$ cat src/hdl/wrs_pkg.sv
// Constants, types and helpers shared by the reset supervisor modules.
package wrs_pkg;
   localparam int CNT_W     = 25;
   localparam int WD_EXP_00 = 19;
   localparam int WD_EXP_01 = 21;
   localparam int WD_EXP_10 = 23;
   localparam int WD_EXP_11 = 24;

   localparam logic [14:0] OPT_ADDR   = 15'h7fff;
   localparam logic [7:0]  OPT_RESET  = 8'hff;
   localparam int          OPT_WD_DIS = 1;
   localparam int          OPT_SEL_LO = 2;
   localparam int          OPT_PL_DIS = 4;

   localparam logic [11:0] OFF_RELOAD = 12'h000;
   localparam logic [11:0] OFF_OPT    = 12'h004;
   localparam logic [11:0] OFF_STAT   = 12'h008;
   localparam logic [11:0] OFF_CNT    = 12'h00c;
   localparam int          STAT_EXT   = 0;
   localparam int          STAT_PL    = 1;
   localparam int          STAT_WD    = 2;
   localparam logic [2:0]  STAT_RESET = 3'h0;

   localparam int MCLK_PS      = 5000;
   localparam int PL_REL_NS    = 2000;
   localparam int PL_REL_CYC   = (PL_REL_NS * 1000 + MCLK_PS - 1) / MCLK_PS;
   localparam int PL_TMR_W     = $clog2(PL_REL_CYC + 1);
   localparam int RST_HOLD_CYC = 8;
   localparam int RST_HOLD_W   = $clog2(RST_HOLD_CYC + 1);
   localparam logic [2:0] SYNC_RESET = 3'h4;

   typedef enum logic [1:0] {
      PL_OK   = 2'b00,
      PL_LOW  = 2'b01,
      PL_WAIT = 2'b11
   } wrs_pl_t;

   typedef enum logic {
      LD_WAIT = 1'b0,
      LD_DONE = 1'b1
   } wrs_ld_t;

   // Watchdog interval in clock cycles for an option code.
   function automatic logic [CNT_W-1:0] wrs_limit(input logic [1:0] sel, input int e0,
                                                  input int e1, input int e2, input int e3);
      int e;
      unique case (sel)
         2'b00: e = e0;
         2'b01: e = e1;
         2'b10: e = e2;
         2'b11: e = e3;
      endcase
      return CNT_W'(1) << e;
   endfunction
endpackage

$ cat src/hdl/wrs_wd_if.sv
// Control and status signals between the supervisor top and its watchdog counter.
`timescale 1ns/1ps
`default_nettype none
interface wrs_wd_if import wrs_pkg::*; ();
   logic             enable;
   logic [1:0]       sel;
   logic             reload;
   logic             hold;
   logic             bite;
   logic [CNT_W-1:0] count;
   modport ctl (output enable, output sel, output reload, output hold,
                input bite, input count);
   modport wd  (input enable, input sel, input reload, input hold,
                output bite, output count);
endinterface
`default_nettype wire

$ cat src/hdl/wrs_wdog.sv
// Watchdog counter running on the system clock.
`timescale 1ns/1ps
`default_nettype none
module wrs_wdog import wrs_pkg::*; #(
   parameter int E0 = WD_EXP_00,
   parameter int E1 = WD_EXP_01,
   parameter int E2 = WD_EXP_10,
   parameter int E3 = WD_EXP_11
) (
   input wire logic mclk,
   input wire logic reset,
   input wire logic ce,
   wrs_wd_if.wd     w
);
   typedef struct packed {
      logic [CNT_W-1:0] count;
      logic             bite;
   } wrs_wdst_t;

   wrs_wdst_t        st;
   wrs_wdst_t        next_st;
   logic [CNT_W-1:0] lim;

   assign lim     = wrs_limit(w.sel, E0, E1, E2, E3);
   assign w.bite  = st.bite;
   assign w.count = st.count;

   always_comb begin
      next_st      = st;
      next_st.bite = 1'b0;
      // Any reload, disable or system reset restarts the interval from zero.
      if (!w.enable || w.reload || w.hold) begin
         next_st.count = '0;
      end else if (st.count == lim - CNT_W'(1)) begin
         next_st.count = '0;
         next_st.bite  = 1'b1;
      end else begin
         next_st.count = st.count + CNT_W'(1);
      end
   end

   always_ff @(posedge mclk) begin
      if (reset) begin
         st <= '0;
      end else if (ce) begin
         st <= next_st;
      end
   end
endmodule
`default_nettype wire

$ cat src/hdl/wrs_rstgen.sv
// Pin synchronisers and reset stretcher producing the system reset.
`timescale 1ns/1ps
`default_nettype none
module wrs_rstgen import wrs_pkg::*; (
   input  wire logic mclk,
   input  wire logic reset,
   input  wire logic ce,
   input  wire logic ext_rst_n,
   input  wire logic vcc_below_low,
   input  wire logic vcc_above_high,
   input  wire logic rst_req,
   output logic      ext_act,
   output logic      below,
   output logic      above,
   output logic      sys_rst
);
   typedef struct packed {
      logic [2:0]            s1;
      logic [2:0]            s2;
      logic [RST_HOLD_W-1:0] hold;
      logic                  sys_rst;
   } wrs_rgst_t;

   wrs_rgst_t st;
   wrs_rgst_t next_st;
   logic      src;

   assign ext_act = ~st.s2[2];
   assign below   = st.s2[1];
   assign above   = st.s2[0];
   assign sys_rst = st.sys_rst;
   assign src     = ext_act | rst_req;

   always_comb begin
      next_st    = st;
      next_st.s1 = {ext_rst_n, vcc_below_low, vcc_above_high};
      next_st.s2 = st.s1;
      // Release only after the hold count, so a bouncing source cannot chop the reset.
      if (src) begin
         next_st.hold    = RST_HOLD_W'(RST_HOLD_CYC);
         next_st.sys_rst = 1'b1;
      end else if (st.hold != '0) begin
         next_st.hold    = st.hold - RST_HOLD_W'(1);
         next_st.sys_rst = 1'b1;
      end else begin
         next_st.sys_rst = 1'b0;
      end
   end

   always_ff @(posedge mclk) begin
      if (reset) begin
         st <= '{s1: SYNC_RESET, s2: SYNC_RESET, hold: RST_HOLD_W'(RST_HOLD_CYC),
                 sys_rst: 1'b1};
      end else if (ce) begin
         st <= next_st;
      end
   end
endmodule
`default_nettype wire

$ cat src/hdl/wrs_top.sv
// Reset supervisor: reset sources, watchdog, option byte load and APB registers.
//
// Function
// - Any of three sources drives system reset.
// - Power-low resets below low, releases later.
// - Option bit four low enables power-low.
// - Watchdog counts system clock, resets on expiry.
// - Any write to reload register reloads watchdog.
// - Option bit one low enables the watchdog.
// - Option bits three, two pick interval.
// - Unprogrammed option bits read as one.
// - Options are read from flash location 7fff.
//
// Implementation choices: register access over APB and the placing of the registers.
`timescale 1ns/1ps
`default_nettype none
module wrs_top import wrs_pkg::*; #(
   parameter int WD_E0 = WD_EXP_00,
   parameter int WD_E1 = WD_EXP_01,
   parameter int WD_E2 = WD_EXP_10,
   parameter int WD_E3 = WD_EXP_11
) (
   input  wire logic        mclk,
   input  wire logic        reset,
   input  wire logic        ce,
   input  wire logic [11:0] paddr,
   input  wire logic        psel,
   input  wire logic        penable,
   input  wire logic        pwrite,
   input  wire logic [31:0] pwdata,
   output logic      [31:0] prdata,
   output logic             pready,
   output logic             pslverr,
   input  wire logic        ext_rst_n,
   input  wire logic        vcc_below_low,
   input  wire logic        vcc_above_high,
   output logic             flash_rd,
   output logic      [14:0] flash_addr,
   input  wire logic        flash_ack,
   input  wire logic [7:0]  flash_data,
   output logic             sys_rst
);
   typedef struct packed {
      wrs_pl_t               pl;
      logic [PL_TMR_W-1:0]   pl_tmr;
      wrs_ld_t               ld;
      logic [7:0]            opt;
      logic                  flash_rd;
      logic [2:0]            cause;
      logic                  reload;
      logic                  pready;
      logic                  pslverr;
      logic [31:0]           prdata;
   } wrs_top_t;

   localparam wrs_top_t TOP_RESET = '{
      pl: PL_OK, pl_tmr: '0, ld: LD_WAIT, opt: OPT_RESET, flash_rd: 1'b1,
      cause: STAT_RESET, reload: 1'b0, pready: 1'b0, pslverr: 1'b0, prdata: '0};

   wrs_top_t   st;
   wrs_top_t   next_st;
   wrs_wd_if   wd ();
   logic       ext_act;
   logic       below;
   logic       above;
   logic       pl_en;
   logic       pl_rst;
   logic       apb_acc;
   logic [2:0] clr;
   logic [2:0] set;

   assign pl_en      = ~st.opt[OPT_PL_DIS];
   assign pl_rst     = st.pl != PL_OK;
   assign apb_acc    = psel & penable;
   assign prdata     = st.prdata;
   assign pready     = st.pready;
   assign pslverr    = st.pslverr;
   assign flash_rd   = st.flash_rd;
   assign flash_addr = OPT_ADDR;

   assign wd.enable = ~st.opt[OPT_WD_DIS];
   assign wd.sel    = st.opt[OPT_SEL_LO +: 2];
   assign wd.reload = st.reload;
   assign wd.hold   = sys_rst;

   wrs_wdog #(
      .E0 (WD_E0),
      .E1 (WD_E1),
      .E2 (WD_E2),
      .E3 (WD_E3)
   ) u_wdog (
      .mclk  (mclk),
      .reset (reset),
      .ce    (ce),
      .w     (wd.wd)
   );

   wrs_rstgen u_rstgen (
      .mclk           (mclk),
      .reset          (reset),
      .ce             (ce),
      .ext_rst_n      (ext_rst_n),
      .vcc_below_low  (vcc_below_low),
      .vcc_above_high (vcc_above_high),
      .rst_req        (pl_rst | wd.bite),
      .ext_act        (ext_act),
      .below          (below),
      .above          (above),
      .sys_rst        (sys_rst)
   );

   always_comb begin
      next_st        = st;
      next_st.reload = 1'b0;
      clr            = 3'h0;
      set            = {wd.bite, pl_rst, ext_act};

      // Two-cycle APB access: the answer is prepared in the first access cycle
      // and presented with pready in the second; writes land on that edge.
      if (apb_acc && st.pready) begin
         next_st.pready  = 1'b0;
         next_st.pslverr = 1'b0;
         if (pwrite && !st.pslverr) begin
            unique case (paddr)
               OFF_RELOAD: next_st.reload = 1'b1;
               OFF_STAT: clr = pwdata[2:0];
               default: ;
            endcase
         end
      end else if (apb_acc) begin
         next_st.pready  = 1'b1;
         next_st.pslverr = 1'b0;
         unique case (paddr)
            OFF_RELOAD: next_st.prdata = 32'h0;
            OFF_OPT: next_st.prdata = {23'h0, st.ld == LD_DONE, st.opt};
            OFF_STAT: next_st.prdata = {29'h0, st.cause};
            OFF_CNT: next_st.prdata = {7'h0, wd.count};
            default: begin
               next_st.prdata  = 32'h0;
               next_st.pslverr = 1'b1;
            end
         endcase
      end

      // A cause raised in the same cycle as its clear stays set.
      next_st.cause = (st.cause & ~clr) | set;

      // Until the flash answers, the options keep their all-ones default.
      unique case (st.ld)
         LD_WAIT: begin
            if (flash_ack) begin
               next_st.opt      = flash_data;
               next_st.flash_rd = 1'b0;
               next_st.ld       = LD_DONE;
            end
         end
         LD_DONE: next_st.flash_rd = 1'b0;
      endcase

      unique case (st.pl)
         PL_OK: begin
            if (pl_en && below) begin
               next_st.pl = PL_LOW;
            end
         end
         PL_LOW: begin
            if (!pl_en) begin
               next_st.pl = PL_OK;
            end else if (above && !below) begin
               next_st.pl     = PL_WAIT;
               next_st.pl_tmr = '0;
            end
         end
         PL_WAIT: begin
            // A dip back under the upper threshold restarts the release delay.
            if (!pl_en) begin
               next_st.pl = PL_OK;
            end else if (below || !above) begin
               next_st.pl = PL_LOW;
            end else if (st.pl_tmr == PL_TMR_W'(PL_REL_CYC - 1)) begin
               next_st.pl = PL_OK;
            end else begin
               next_st.pl_tmr = st.pl_tmr + PL_TMR_W'(1);
            end
         end
         default: next_st.pl = PL_OK;
      endcase
   end

   always_ff @(posedge mclk) begin
      if (reset) begin
         st <= TOP_RESET;
      end else if (ce) begin
         st <= next_st;
      end
   end
endmodule
`default_nettype wire

$ cat config.mk
export PLATFORM = sky130hd
export DESIGN_NAME = wrs_top
export DESIGN_NICKNAME = d
export VERILOG_FILES = /design/src/hdl/wrs_pkg.sv /design/src/hdl/wrs_wd_if.sv /design/src/hdl/wrs_wdog.sv /design/src/hdl/wrs_rstgen.sv /design/src/hdl/wrs_top.sv
export SDC_FILE = /design/constraint.sdc
export NUM_CORES = 1
export LEC_CHECK = 0
export BUFFER_PORTS_ARGS = -buffer_cell sky130_fd_sc_hd__buf_4
export CELL_PAD_IN_SITES_DETAIL_PLACEMENT = 0
export CELL_PAD_IN_SITES_GLOBAL_PLACEMENT = 1
export CORE_MARGIN = 3
export CORE_UTILIZATION = 43
export DETAILED_ROUTE_END_ITERATION = 12
export PLACE_DENSITY = 0.87
export SYNTH_ARGS = -nofsm -noshare
export SYNTH_HDL_FRONTEND = slang
export SYNTH_SLANG_ARGS = --single-unit
$ cat constraint.sdc
create_clock -name mclk -period 5 [get_ports mclk]
set_input_delay 0.5 -clock mclk [delete_from_list [all_inputs] [get_ports mclk]]
set_output_delay 0.5 -clock mclk [all_outputs]
set_load 0.02 [all_outputs]
==> impl_results.html, run 1 <==
<table>
<tr><th>Metric</th><th>Value</th></tr>
<tr><th colspan="2">Clock tree</th></tr>
<tr><td>Max Root-Sink Buffers</td><td>2</td></tr>
<tr><td>Clock tree from TritonCTS</td><td>yes</td></tr>
<tr><td>Cts repair resizes</td><td>0</td></tr>
<tr><td>Total number of H-tree levels</td><td>3</td></tr>
<tr><td>Post-CTS Setup Bufs</td><td>0</td></tr>
<tr><td>Number of CTS-inserted buffers</td><td>9</td></tr>
<tr><td>Clock slew at reported path FFs</td><td>80 ps</td></tr>
<tr><td>Insertion delay of the later-clocked pin in the worst-skew pair</td><td>350 ps</td></tr>
<tr><td>Number of hold buffers added after CTS</td><td>0</td></tr>
<tr><td>Root buf cell</td><td>sky130_fd_sc_hd__clkbuf_8</td></tr>
<tr><td>Clk sink count</td><td>89</td></tr>
<tr><th colspan="2">Global route</th></tr>
<tr><td>Number of global-route vias before repair</td><td>3404</td></tr>
<tr><td>Global routing met2 resource utilization</td><td>0.266</td></tr>
<tr><td>Total global routing overflow</td><td>0</td></tr>
<tr><td>Busiest grt layer</td><td>met2</td></tr>
<tr><td>Global-route wire length before repair</td><td>16300 um</td></tr>
<tr><td>Met3 Resource Use GR</td><td>0.0390</td></tr>
<tr><td>Overall track demand over capacity in global routing</td><td>0.167</td></tr>
<tr><td>GR met1 Demand/Resource</td><td>0.224</td></tr>
<tr><td>Number of antenna violations at the first check in global routing</td><td>0</td></tr>
<tr><td>Maximum number of pins on one net before global-route repair</td><td>67</td></tr>
<tr><th colspan="2">Pwr</th></tr>
<tr><td>Total power density per cell area</td><td>266 mW/mm^2</td></tr>
<tr><td>Combinational fraction of design power</td><td>0.101</td></tr>
<tr><td>Clock power frac</td><td>0.354</td></tr>
<tr><td>Leakage</td><td>0.00199 uW</td></tr>
<tr><td>Cell internal power dissipation</td><td>1020 uW</td></tr>
<tr><td>Part of the total power dissipated in sequential elements</td><td>0.545</td></tr>
<tr><td>Worst ir drop on vdd</td><td>0.262 mV</td></tr>
<tr><td>Sw Ratio</td><td>0.250</td></tr>
<tr><td>Net switching power</td><td>339 uW</td></tr>
<tr><th colspan="2">Worst setup path</th></tr>
<tr><td>Highest net fanout along the worst path</td><td>18</td></tr>
<tr><td>Max stage delay on crit path</td><td>490 ps</td></tr>
<tr><td>Crit path arrival time</td><td>3010 ps</td></tr>
<tr><td>Register-to-Register Setup Slack</td><td>2210 ps</td></tr>
<tr><td>Sum of buffers and inverters on the critical path</td><td>1</td></tr>
<tr><td>Type of the worst setup path</td><td>flip-flop to flip-flop</td></tr>
<tr><td>Kind of cell adding the most delay to the critical path</td><td>simple AND/OR/NAND/NOR gates</td></tr>
<tr><td>Worst EP required</td><td>5220 ps</td></tr>
<tr><td>Kind of capture point of the worst setup path</td><td>flip-flop</td></tr>
<tr><td>Category of the worst setup path launch point</td><td>flip-flop</td></tr>
<tr><td>Crit-path slowest cell</td><td>sky130_fd_sc_hd__dfxtp_1</td></tr>
<tr><td>Top cell by count, worst path</td><td>sky130_fd_sc_hd__ha_1</td></tr>
<tr><td>Chain of cells forming the critical path</td><td>ha_1, inv_1, ha_1, nor2b_1, o31a_1, nor4_4, nand3_2, nand2_2, o311ai_0</td></tr>
<tr><th colspan="2">Floorplanning</th></tr>
<tr><td>Die Y</td><td>110 um</td></tr>
<tr><td>Area of the core region</td><td>0.0105 mm^2</td></tr>
<tr><td>I/O pin cnt</td><td>113</td></tr>
<tr><td>Number of core rows</td><td>37</td></tr>
<tr><td>DIE AREA</td><td>0.0121 mm^2</td></tr>
<tr><td>Die width</td><td>110 um</td></tr>
<tr><td>Initial Util</td><td>0.446</td></tr>
<tr><th colspan="2">Synth</th></tr>
<tr><td>Total of flip-flops plus latches after synthesis</td><td>89</td></tr>
<tr><td>Number of distinct library cells after synthesis</td><td>67</td></tr>
<tr><td>Post-synth top area cell</td><td>sky130_fd_sc_hd__dfxtp_1</td></tr>
<tr><td>Mean instance size in the synthesized netlist</td><td>8.38 um^2</td></tr>
<tr><td>Main area contributors after synthesis</td><td>sky130_fd_sc_hd__dfxtp_1 38%, sky130_fd_sc_hd__buf_4 8.0%, sky130_fd_sc_hd__nor2_1 5.8%</td></tr>
<tr><td>Area of the mapped netlist</td><td>0.00467 mm^2</td></tr>
<tr><td>Number of warnings printed during yosys synthesis</td><td>0</td></tr>
<tr><td>Fraction of post-synthesis cell area in the top cell type by area</td><td>0.382</td></tr>
<tr><td>Number of enable-type register cells in the synthesized netlist</td><td>0</td></tr>
<tr><td>Number of standard cells after synthesis</td><td>557</td></tr>
<tr><td>Share of async-settable or async-resettable flops after synthesis</td><td>0</td></tr>
<tr><td>Register area share after synthesis</td><td>0.382</td></tr>
<tr><td>Most used flip-flop cell after synthesis</td><td>sky130_fd_sc_hd__dfxtp_1</td></tr>
<tr><th colspan="2">Place</th></tr>
<tr><td>PortBufs</td><td>61</td></tr>
<tr><td>Placed wire-length estimate</td><td>7020 um</td></tr>
<tr><td>Post-DP Area</td><td>0.00489 mm^2</td></tr>
<tr><td>Placer congestion estimate</td><td>0.807</td></tr>
<tr><td>Inst Count DP</td><td>699</td></tr>
<tr><th colspan="2">STA</th></tr>
<tr><td>Number of slew-limit violations in the final report</td><td>0</td></tr>
<tr><td>Largest clock skew in the final design</td><td>6.64 ps</td></tr>
<tr><td>Post-Route Setup TNS</td><td>0 ps</td></tr>
<tr><td>Count of endpoints failing hold in the final timing report</td><td>0</td></tr>
<tr><td>Setup repair after global routing missed its margin</td><td>no</td></tr>
<tr><td>Rel. slew slack</td><td>0.532</td></tr>
<tr><td>Peak Freq</td><td>358 MHz</td></tr>
<tr><td>Min Tclk post-route</td><td>2790 ps</td></tr>
<tr><td>Portion of the clock cycle consumed by the worst path in the final layout</td><td>0.558</td></tr>
<tr><td>Slew @ Worst Pin</td><td>702 ps</td></tr>
<tr><td>Total of endpoints with negative setup slack in the final report</td><td>0</td></tr>
<tr><th colspan="2">Detailed routing</th></tr>
<tr><td>First DRT Iteration DRCs</td><td>205</td></tr>
<tr><td>Detail-routed net length per standard cell</td><td>13.6 um</td></tr>
<tr><td>Routed via count</td><td>3814</td></tr>
<tr><td>Post-detailed-routing wire length</td><td>9740 um</td></tr>
<tr><td>Detail-routed via count per cell</td><td>5.33</td></tr>
<tr><td>Antenna Nets Post-Route</td><td>0</td></tr>
<tr><td>Count of unresolved DRC violations after routing</td><td>0</td></tr>
<tr><td>Initial DRT Pass Iterations</td><td>4</td></tr>
<tr><th colspan="2">Flow run</th></tr>
<tr><td>Max Cap Viol</td><td>0</td></tr>
<tr><th colspan="2">Final layout</th></tr>
<tr><td>Layout Area Growth over Synthesis</td><td>9.09%</td></tr>
<tr><td>Antenna diode instance count</td><td>0</td></tr>
<tr><td>Fraction of layout instances using a drive strength above 1</td><td>0.169</td></tr>
<tr><td>Final Core Density</td><td>0.487</td></tr>
<tr><td># nets final</td><td>647</td></tr>
<tr><td>Fin cells</td><td>715</td></tr>
<tr><td>Finished Cell Area</td><td>0.00509 mm^2</td></tr>
<tr><th colspan="2">Outcome</th></tr>
<tr><td>Outcome</td><td>finished, final reports clean</td></tr>
<tr><th colspan="2">Worst hold path</th></tr>
<tr><td>Tightest Hold Check Type</td><td>input pin to flip-flop</td></tr>
</table>
logic make-up after synthesis:
group	Yosys count	share of synthesized area
AOI/OAI and AO/OA	98	0.146
xor gates and xnor gates	17	0.0319
buffers and inverters	92	0.117
and+or+nand+nor	235	0.264
other	2	0.00161
muxes	13	0.0279
DFF	89	0.382
adders and majority gates	11	0.0295
synthesized netlist by cell type, types with 3 or more instances:
cell,instances
sky130_fd_sc_hd__o311ai_1,3
sky130_fd_sc_hd__nand3b_1,8
sky130_fd_sc_hd__nand4_1,20
sky130_fd_sc_hd__nor2b_1,3
sky130_fd_sc_hd__o311ai_0,3
sky130_fd_sc_hd__mux2i_1,13
sky130_fd_sc_hd__and4_1,3
sky130_fd_sc_hd__a21o_1,3
sky130_fd_sc_hd__dfxtp_1,89
sky130_fd_sc_hd__o21ai_0,10
sky130_fd_sc_hd__o311ai_2,3
sky130_fd_sc_hd__or4_1,3
sky130_fd_sc_hd__o21ai_1,3
sky130_fd_sc_hd__xnor2_1,5
sky130_fd_sc_hd__and3_1,3
sky130_fd_sc_hd__xor2_1,12
sky130_fd_sc_hd__a22oi_1,21
sky130_fd_sc_hd__nor3_1,10
sky130_fd_sc_hd__buf_4,50
sky130_fd_sc_hd__a21oi_1,26
sky130_fd_sc_hd__o31ai_1,3
sky130_fd_sc_hd__ha_1,11
sky130_fd_sc_hd__buf_2,5
sky130_fd_sc_hd__nand3_1,25
sky130_fd_sc_hd__nand2_1,49
sky130_fd_sc_hd__or3_1,5
sky130_fd_sc_hd__or2_2,5
sky130_fd_sc_hd__inv_1,15
sky130_fd_sc_hd__clkbuf_1,17
sky130_fd_sc_hd__o211ai_1,5
sky130_fd_sc_hd__nor2_1,72
sky130_fd_sc_hd__nor4_1,5
sky130_fd_sc_hd__a31oi_1,3
path summary, 6_finish.rpt:
check / cells after the start / start / to
worst min register to register: 1 / flash_rd / flash_rd
worst max-delay path: 9 / st[41] / u_wdog.w.count[5]
worst min-delay path: 2 / ext_rst_n / u_rstgen.next_st[7]
worst max register to register: 9 / st[41] / u_wdog.w.count[5]
sequential cells by signal (all words and copies together), names as in the netlist, 3 cells and up:
register and flops:
prdata 25, u_rstgen.st 5, st 23, u_rstgen.next_st 3, u_wdog.w.count 25
power by group through the flow:
stage	clock network [uW]	logic [uW]	registers, uW
floorplan	0	111	753
global placement	0	134	755
detailed placement	0	137	755
CTS	496	138	739
global route	525	154	741
finish	480	137	738
stage by stage:
stage	total power, uW	hold slack [ps]	worst slack [ps]
2_1_floorplan	863	436	2740
3_3_place_gp	888	440	2220
3_5_place_dp	892	444	2170
4_1_cts	1370	339	2180
5_1_grt	1420	355	1890
6_report	1350	352	2210
cells in the final DEF, fill, tap and decap left out, types with 8 or more instances in the layout:
cell type,netlist,routed
sky130_fd_sc_hd__mux2i_1,13,13
sky130_fd_sc_hd__nor2_1,72,72
sky130_fd_sc_hd__inv_1,15,15
sky130_fd_sc_hd__dfxtp_1,89,89
sky130_fd_sc_hd__conb_1,2,22
sky130_fd_sc_hd__nand4_1,20,20
sky130_fd_sc_hd__o21ai_0,10,10
sky130_fd_sc_hd__a22oi_1,21,21
sky130_fd_sc_hd__nor3_1,10,10
sky130_fd_sc_hd__clkbuf_8,0,13
sky130_fd_sc_hd__xor2_1,12,12
sky130_fd_sc_hd__nand3b_1,8,8
sky130_fd_sc_hd__nand2_1,49,49
sky130_fd_sc_hd__ha_1,11,11
sky130_fd_sc_hd__a21oi_1,26,26
sky130_fd_sc_hd__buf_4,50,62
sky130_fd_sc_hd__nand3_1,25,25
layer usage:
layer,part of all wire,vias to the layer above
met5,0,-
met4,0.010,0
met3,0.050,10
met2,0.46,93
met1,0.48,1769
li1,-,1942
area by class of cell:
cell class	count	area, um^2
Clock inverter	3	22.5
Fill cell	1034	5370
Timing Repair Buffer	62	465
Multi-Input combinational cell	396	2410
Tap cell	136	170
Inverter	16	60.1
Sequential cell	89	1780
Clock buffer	13	179
Note: power is estimated with default switching activity, not from simulation.
==> run 2: changes to the inputs <==
- CORE_UTILIZATION: 43 -> 36
- PLACE_DENSITY: 0.87 -> 0.78
- clock period: 5 -> 2.4 ns (I/O delays scaled with it)
==> impl_results.html, run 2 (synthesis gave the netlist of run 1 again) <==
<table>
<tr><th>Metric</th><th>Value</th></tr>
<tr><th colspan="2">Outcome</th></tr>
<tr><td>Outcome</td><td>finished, final reports clean</td></tr>
<tr><th colspan="2">Detailed routing</th></tr>
<tr><td>Post-detailed-routing wire length</td><td>10700 um (+9.8%)</td></tr>
<tr><td>Antenna Nets Post-Route</td><td>0 (unchanged)</td></tr>
<tr><td>Count of unresolved DRC violations after routing</td><td>0 (unchanged)</td></tr>
<tr><td>Initial DRT Pass Iterations</td><td>4 (unchanged)</td></tr>
<tr><td>Routed via count</td><td>3891 (+2.0%)</td></tr>
<tr><td>Detail-routed via count per cell</td><td>5.11 (-4.3%)</td></tr>
<tr><td>First DRT Iteration DRCs</td><td>166 (-19%)</td></tr>
<tr><td>Detail-routed net length per standard cell</td><td>14.0 um (+3.1%)</td></tr>
<tr><th colspan="2">STA</th></tr>
<tr><td>Number of slew-limit violations in the final report</td><td>0 (unchanged)</td></tr>
<tr><td>Count of endpoints failing hold in the final timing report</td><td>0 (unchanged)</td></tr>
<tr><td>Crit path setup slack, layout</td><td>121 ps (-2090 ps)</td></tr>
<tr><td>Total of endpoints with negative setup slack in the final report</td><td>0 (unchanged)</td></tr>
<tr><td>Slew @ Worst Pin</td><td>1260 ps (+555 ps)</td></tr>
<tr><td>Portion of the clock cycle consumed by the worst path in the final layout</td><td>0.950 (+0.391)</td></tr>
<tr><td>Min Tclk post-route</td><td>2280 ps (-512 ps)</td></tr>
<tr><td>Peak Freq</td><td>439 MHz (+22%)</td></tr>
<tr><td>Largest clock skew in the final design</td><td>4.92 ps (-1.72 ps)</td></tr>
<tr><td>Rel. slew slack</td><td>0.159 (-0.373)</td></tr>
<tr><th colspan="2">Global route</th></tr>
<tr><td>Total global routing overflow</td><td>0 (unchanged)</td></tr>
<tr><td>Number of global-route vias before repair</td><td>3722 (+9.3%)</td></tr>
<tr><td>Global-route wire length before repair</td><td>18100 um (+12%)</td></tr>
<tr><td>Number of antenna violations at the first check in global routing</td><td>0 (unchanged)</td></tr>
<tr><td>Overall track demand over capacity in global routing</td><td>0.152 (-0.0148)</td></tr>
<tr><td>Maximum number of pins on one net before global-route repair</td><td>57 (-15%)</td></tr>
<tr><th colspan="2">Pwr</th></tr>
<tr><td>Leakage</td><td>0.00209 uW (+5.1%)</td></tr>
<tr><td>Part of the total power dissipated in sequential elements</td><td>0.493 (-0.052)</td></tr>
<tr><td>Cell internal power dissipation</td><td>2360 uW (+130%)</td></tr>
<tr><td>Net switching power</td><td>759 uW (+120%)</td></tr>
<tr><td>Combinational fraction of design power</td><td>0.099 (-0.002)</td></tr>
<tr><td>Sw Ratio</td><td>0.243 (-0.00697)</td></tr>
<tr><td>Clock power frac</td><td>0.407 (+0.053)</td></tr>
<tr><td>Worst ir drop on vdd</td><td>0.283 mV (+7.7%)</td></tr>
<tr><td>Total power density per cell area</td><td>580 mW/mm^2 (+120%)</td></tr>
<tr><th colspan="2">Place</th></tr>
<tr><td>PortBufs</td><td>61 (unchanged)</td></tr>
<tr><td>Placer congestion estimate</td><td>0.812 (+0.72%)</td></tr>
<tr><td>Inst Count DP</td><td>745 (+6.6%)</td></tr>
<tr><td>Placed wire-length estimate</td><td>7640 um (+8.7%)</td></tr>
<tr><td>Setup WS pre-CTS</td><td>-27.3 ps (-2190 ps)</td></tr>
<tr><th colspan="2">Worst setup path</th></tr>
<tr><td>Crit-path slowest cell</td><td>sky130_fd_sc_hd__dfxtp_4</td></tr>
<tr><td>Kind of capture point of the worst setup path</td><td>flip-flop</td></tr>
<tr><td>Register-to-Register Setup Slack</td><td>120 ps (-2090 ps)</td></tr>
<tr><td>Max stage delay on crit path</td><td>380 ps (-110 ps)</td></tr>
<tr><td>Worst EP required</td><td>2620 ps (-2600 ps)</td></tr>
<tr><td>Top cell by count, worst path</td><td>sky130_fd_sc_hd__nor2_1</td></tr>
<tr><td>Capture point of the worst path</td><td>u_wdog.w.count[1]</td></tr>
<tr><td>Launch instance of the worst register-to-register path</td><td>st[41]</td></tr>
<tr><td>Count of cells along the worst register-to-register path</td><td>10 (+1)</td></tr>
<tr><td>Chain of cells forming the critical path</td><td>buf_4, inv_1, ha_1, nor2_1, a211oi_1, a311oi_2, nand3_2, buf_6, a32oi_1, nor2_1</td></tr>
<tr><td>Category of the worst setup path launch point</td><td>flip-flop</td></tr>
<tr><td>Crit path arrival time</td><td>2500 ps (-510 ps)</td></tr>
<tr><td>Type of the worst setup path</td><td>flip-flop to flip-flop</td></tr>
<tr><td>Origin of the worst setup path</td><td>st[41]</td></tr>
<tr><td>RR Endpoint</td><td>u_wdog.w.count[1]</td></tr>
<tr><td>Highest net fanout along the worst path</td><td>6 (-12)</td></tr>
<tr><th colspan="2">Final layout</th></tr>
<tr><td># nets final</td><td>663 (+2.5%)</td></tr>
<tr><td>Fraction of layout instances using a drive strength above 1</td><td>0.207 (+0.0378)</td></tr>
<tr><td>Area used by multi-input combinational logic</td><td>0.00247 mm^2 (+2.2%)</td></tr>
<tr><td>Layout Area Growth over Synthesis</td><td>15.3%</td></tr>
<tr><td>Fin cells</td><td>762 (+6.6%)</td></tr>
<tr><td>Leading cell type in the layout, fill and taps excluded</td><td>sky130_fd_sc_hd__dfxtp_1</td></tr>
<tr><td>Register Area</td><td>0.00179 mm^2 (+0.42%)</td></tr>
<tr><td>Antenna diode instance count</td><td>0 (unchanged)</td></tr>
<tr><td>Count of fill cells added during filler insertion</td><td>1254 (+21%)</td></tr>
<tr><td>Most frequent cells in the layout</td><td>87 x sky130_fd_sc_hd__dfxtp_1, 75 x sky130_fd_sc_hd__buf_4, 72 x sky130_fd_sc_hd__nor2_1</td></tr>
<tr><th colspan="2">Floorplanning</th></tr>
<tr><td>DIE AREA</td><td>0.0144 mm^2 (+18%)</td></tr>
<tr><td>Die width</td><td>120 um (+8.8%)</td></tr>
<tr><td>I/O pin cnt</td><td>113 (unchanged)</td></tr>
<tr><td>Area of the core region</td><td>0.0124 mm^2 (+18%)</td></tr>
<tr><td>Number of core rows</td><td>40 (+8.1%)</td></tr>
<tr><td>Initial Util</td><td>0.378 (-0.0686)</td></tr>
<tr><td>Die Y</td><td>120 um (+8.8%)</td></tr>
<tr><th colspan="2">Worst hold path</th></tr>
<tr><td>Tightest Hold Check Type</td><td>input pin to flip-flop</td></tr>
<tr><th colspan="2">Clock tree</th></tr>
<tr><td>Root buf cell</td><td>sky130_fd_sc_hd__clkbuf_16</td></tr>
<tr><td>Number of CTS-inserted buffers</td><td>9 (unchanged)</td></tr>
<tr><td>Total number of H-tree levels</td><td>3 (unchanged)</td></tr>
<tr><td>Max Root-Sink Buffers</td><td>2 (unchanged)</td></tr>
<tr><td>Clk sink count</td><td>89 (unchanged)</td></tr>
<tr><td>Clock slew at reported path FFs</td><td>60 ps (-20 ps)</td></tr>
<tr><td>Insertion delay of the later-clocked pin in the worst-skew pair</td><td>340 ps (about the same)</td></tr>
<tr><td>Clock tree from TritonCTS</td><td>yes</td></tr>
<tr><td>Number of hold buffers added after CTS</td><td>0 (unchanged)</td></tr>
<tr><th colspan="2">Flow run</th></tr>
<tr><td>Max Cap Viol</td><td>0 (unchanged)</td></tr>
</table>
[run 2: changes by cell type in the layout (fill, tap and decap cells not counted), moves of 2 or more]
cell,delta
sky130_fd_sc_hd__buf_4,+13
sky130_fd_sc_hd__clkbuf_8,-12
sky130_fd_sc_hd__clkbuf_16,+9
sky130_fd_sc_hd__ha_1,-4
sky130_fd_sc_hd__ha_2,+3
sky130_fd_sc_hd__a31oi_1,-2
sky130_fd_sc_hd__a31oi_2,+2
sky130_fd_sc_hd__buf_6,+2
sky130_fd_sc_hd__clkbuf_1,+2
sky130_fd_sc_hd__clkinv_4,-2
sky130_fd_sc_hd__dfxtp_1,-2
sky130_fd_sc_hd__dfxtp_4,+2
[run 2: how the worst min path moves through the flow]
| stage | from | end | slack, ps | depth (start not counted) |
|---|---|---|---|---|
| after floorplan | ext_rst_n | u_rstgen.next_st[7] | 360 | 1 |
| after global placement | flash_rd | flash_rd | 440 | 1 |
| after detailed placement | flash_rd | flash_rd | 450 | 1 |
| after CTS | flash_data[6] | st[45] | 110 | 3 |
| after global routing | ext_rst_n | u_rstgen.next_st[7] | 120 | 2 |
| final | flash_data[6] | st[45] | 110 | 3 |
[run 2: routing by layer]
| layer | track usage | up-vias | wire length (um) |
|---|---|---|---|
| met2 | 0.245 | 72 | 4880 |
| met4 | 0.0365 | 0 | 104 |
| met1 | 0.207 | 1836 | 5320 |
| li1 | - | 1973 | - |
| met5 | 0 | - | 0 |
| met3 | 0.0335 | 10 | 383 |
[run 2: cell type report]
class,instances,area share
multi-input cells,396,0.458
flip-flops and latches,89,0.333
repair buffers,78,0.110
clock buffers,12,0.0458
well taps,168,0.0391
inverters,16,0.0112
clock inverters,3,0.00326
[run 2: metrics by stage]
stage	total power, uW	instance area [um^2]	utilization	hold slack, ps	setup TNS, ps
after floorplan	1800	4740	-	362	0
after global placement	1860	5040	0.407	442	0
after detailed placement	1870	5040	0.407	449	-45.3
after CTS	3150	5310	0.429	105	0
after global routing	3260	5380	0.435	122	-103
final	3120	5380	0.435	114	0
[run 2: power by group through the flow]
stage | Combinational (uW) | Clock (uW) | Sequential, uW
after floorplan | 230 | 0 | 1570
after global placement | 292 | 0 | 1570
after detailed placement | 300 | 0 | 1570
after CTS | 301 | 1310 | 1540
after global routing | 344 | 1370 | 1540
final | 309 | 1270 | 1540
[run 2: critical path: cells and delay by family, from the launching register on]
family                     cells  cell delay [ps]
and+or+nand+nor                3              480
AOI/OAI and AO/OA              3              630
buffers and inverters          3              370
adders and majority gates      1              290
DFF                            1              380
[run 2: what timing repair did]
item / CTS / global route
gates cloned: 0 / 1
endpoints found under the hold margin: 0 / 0
resized for setup: 2 / 17
buffers inserted: 0 / 1
endpoints found under the setup margin: 3 / 24
pin swaps: 0 / 7
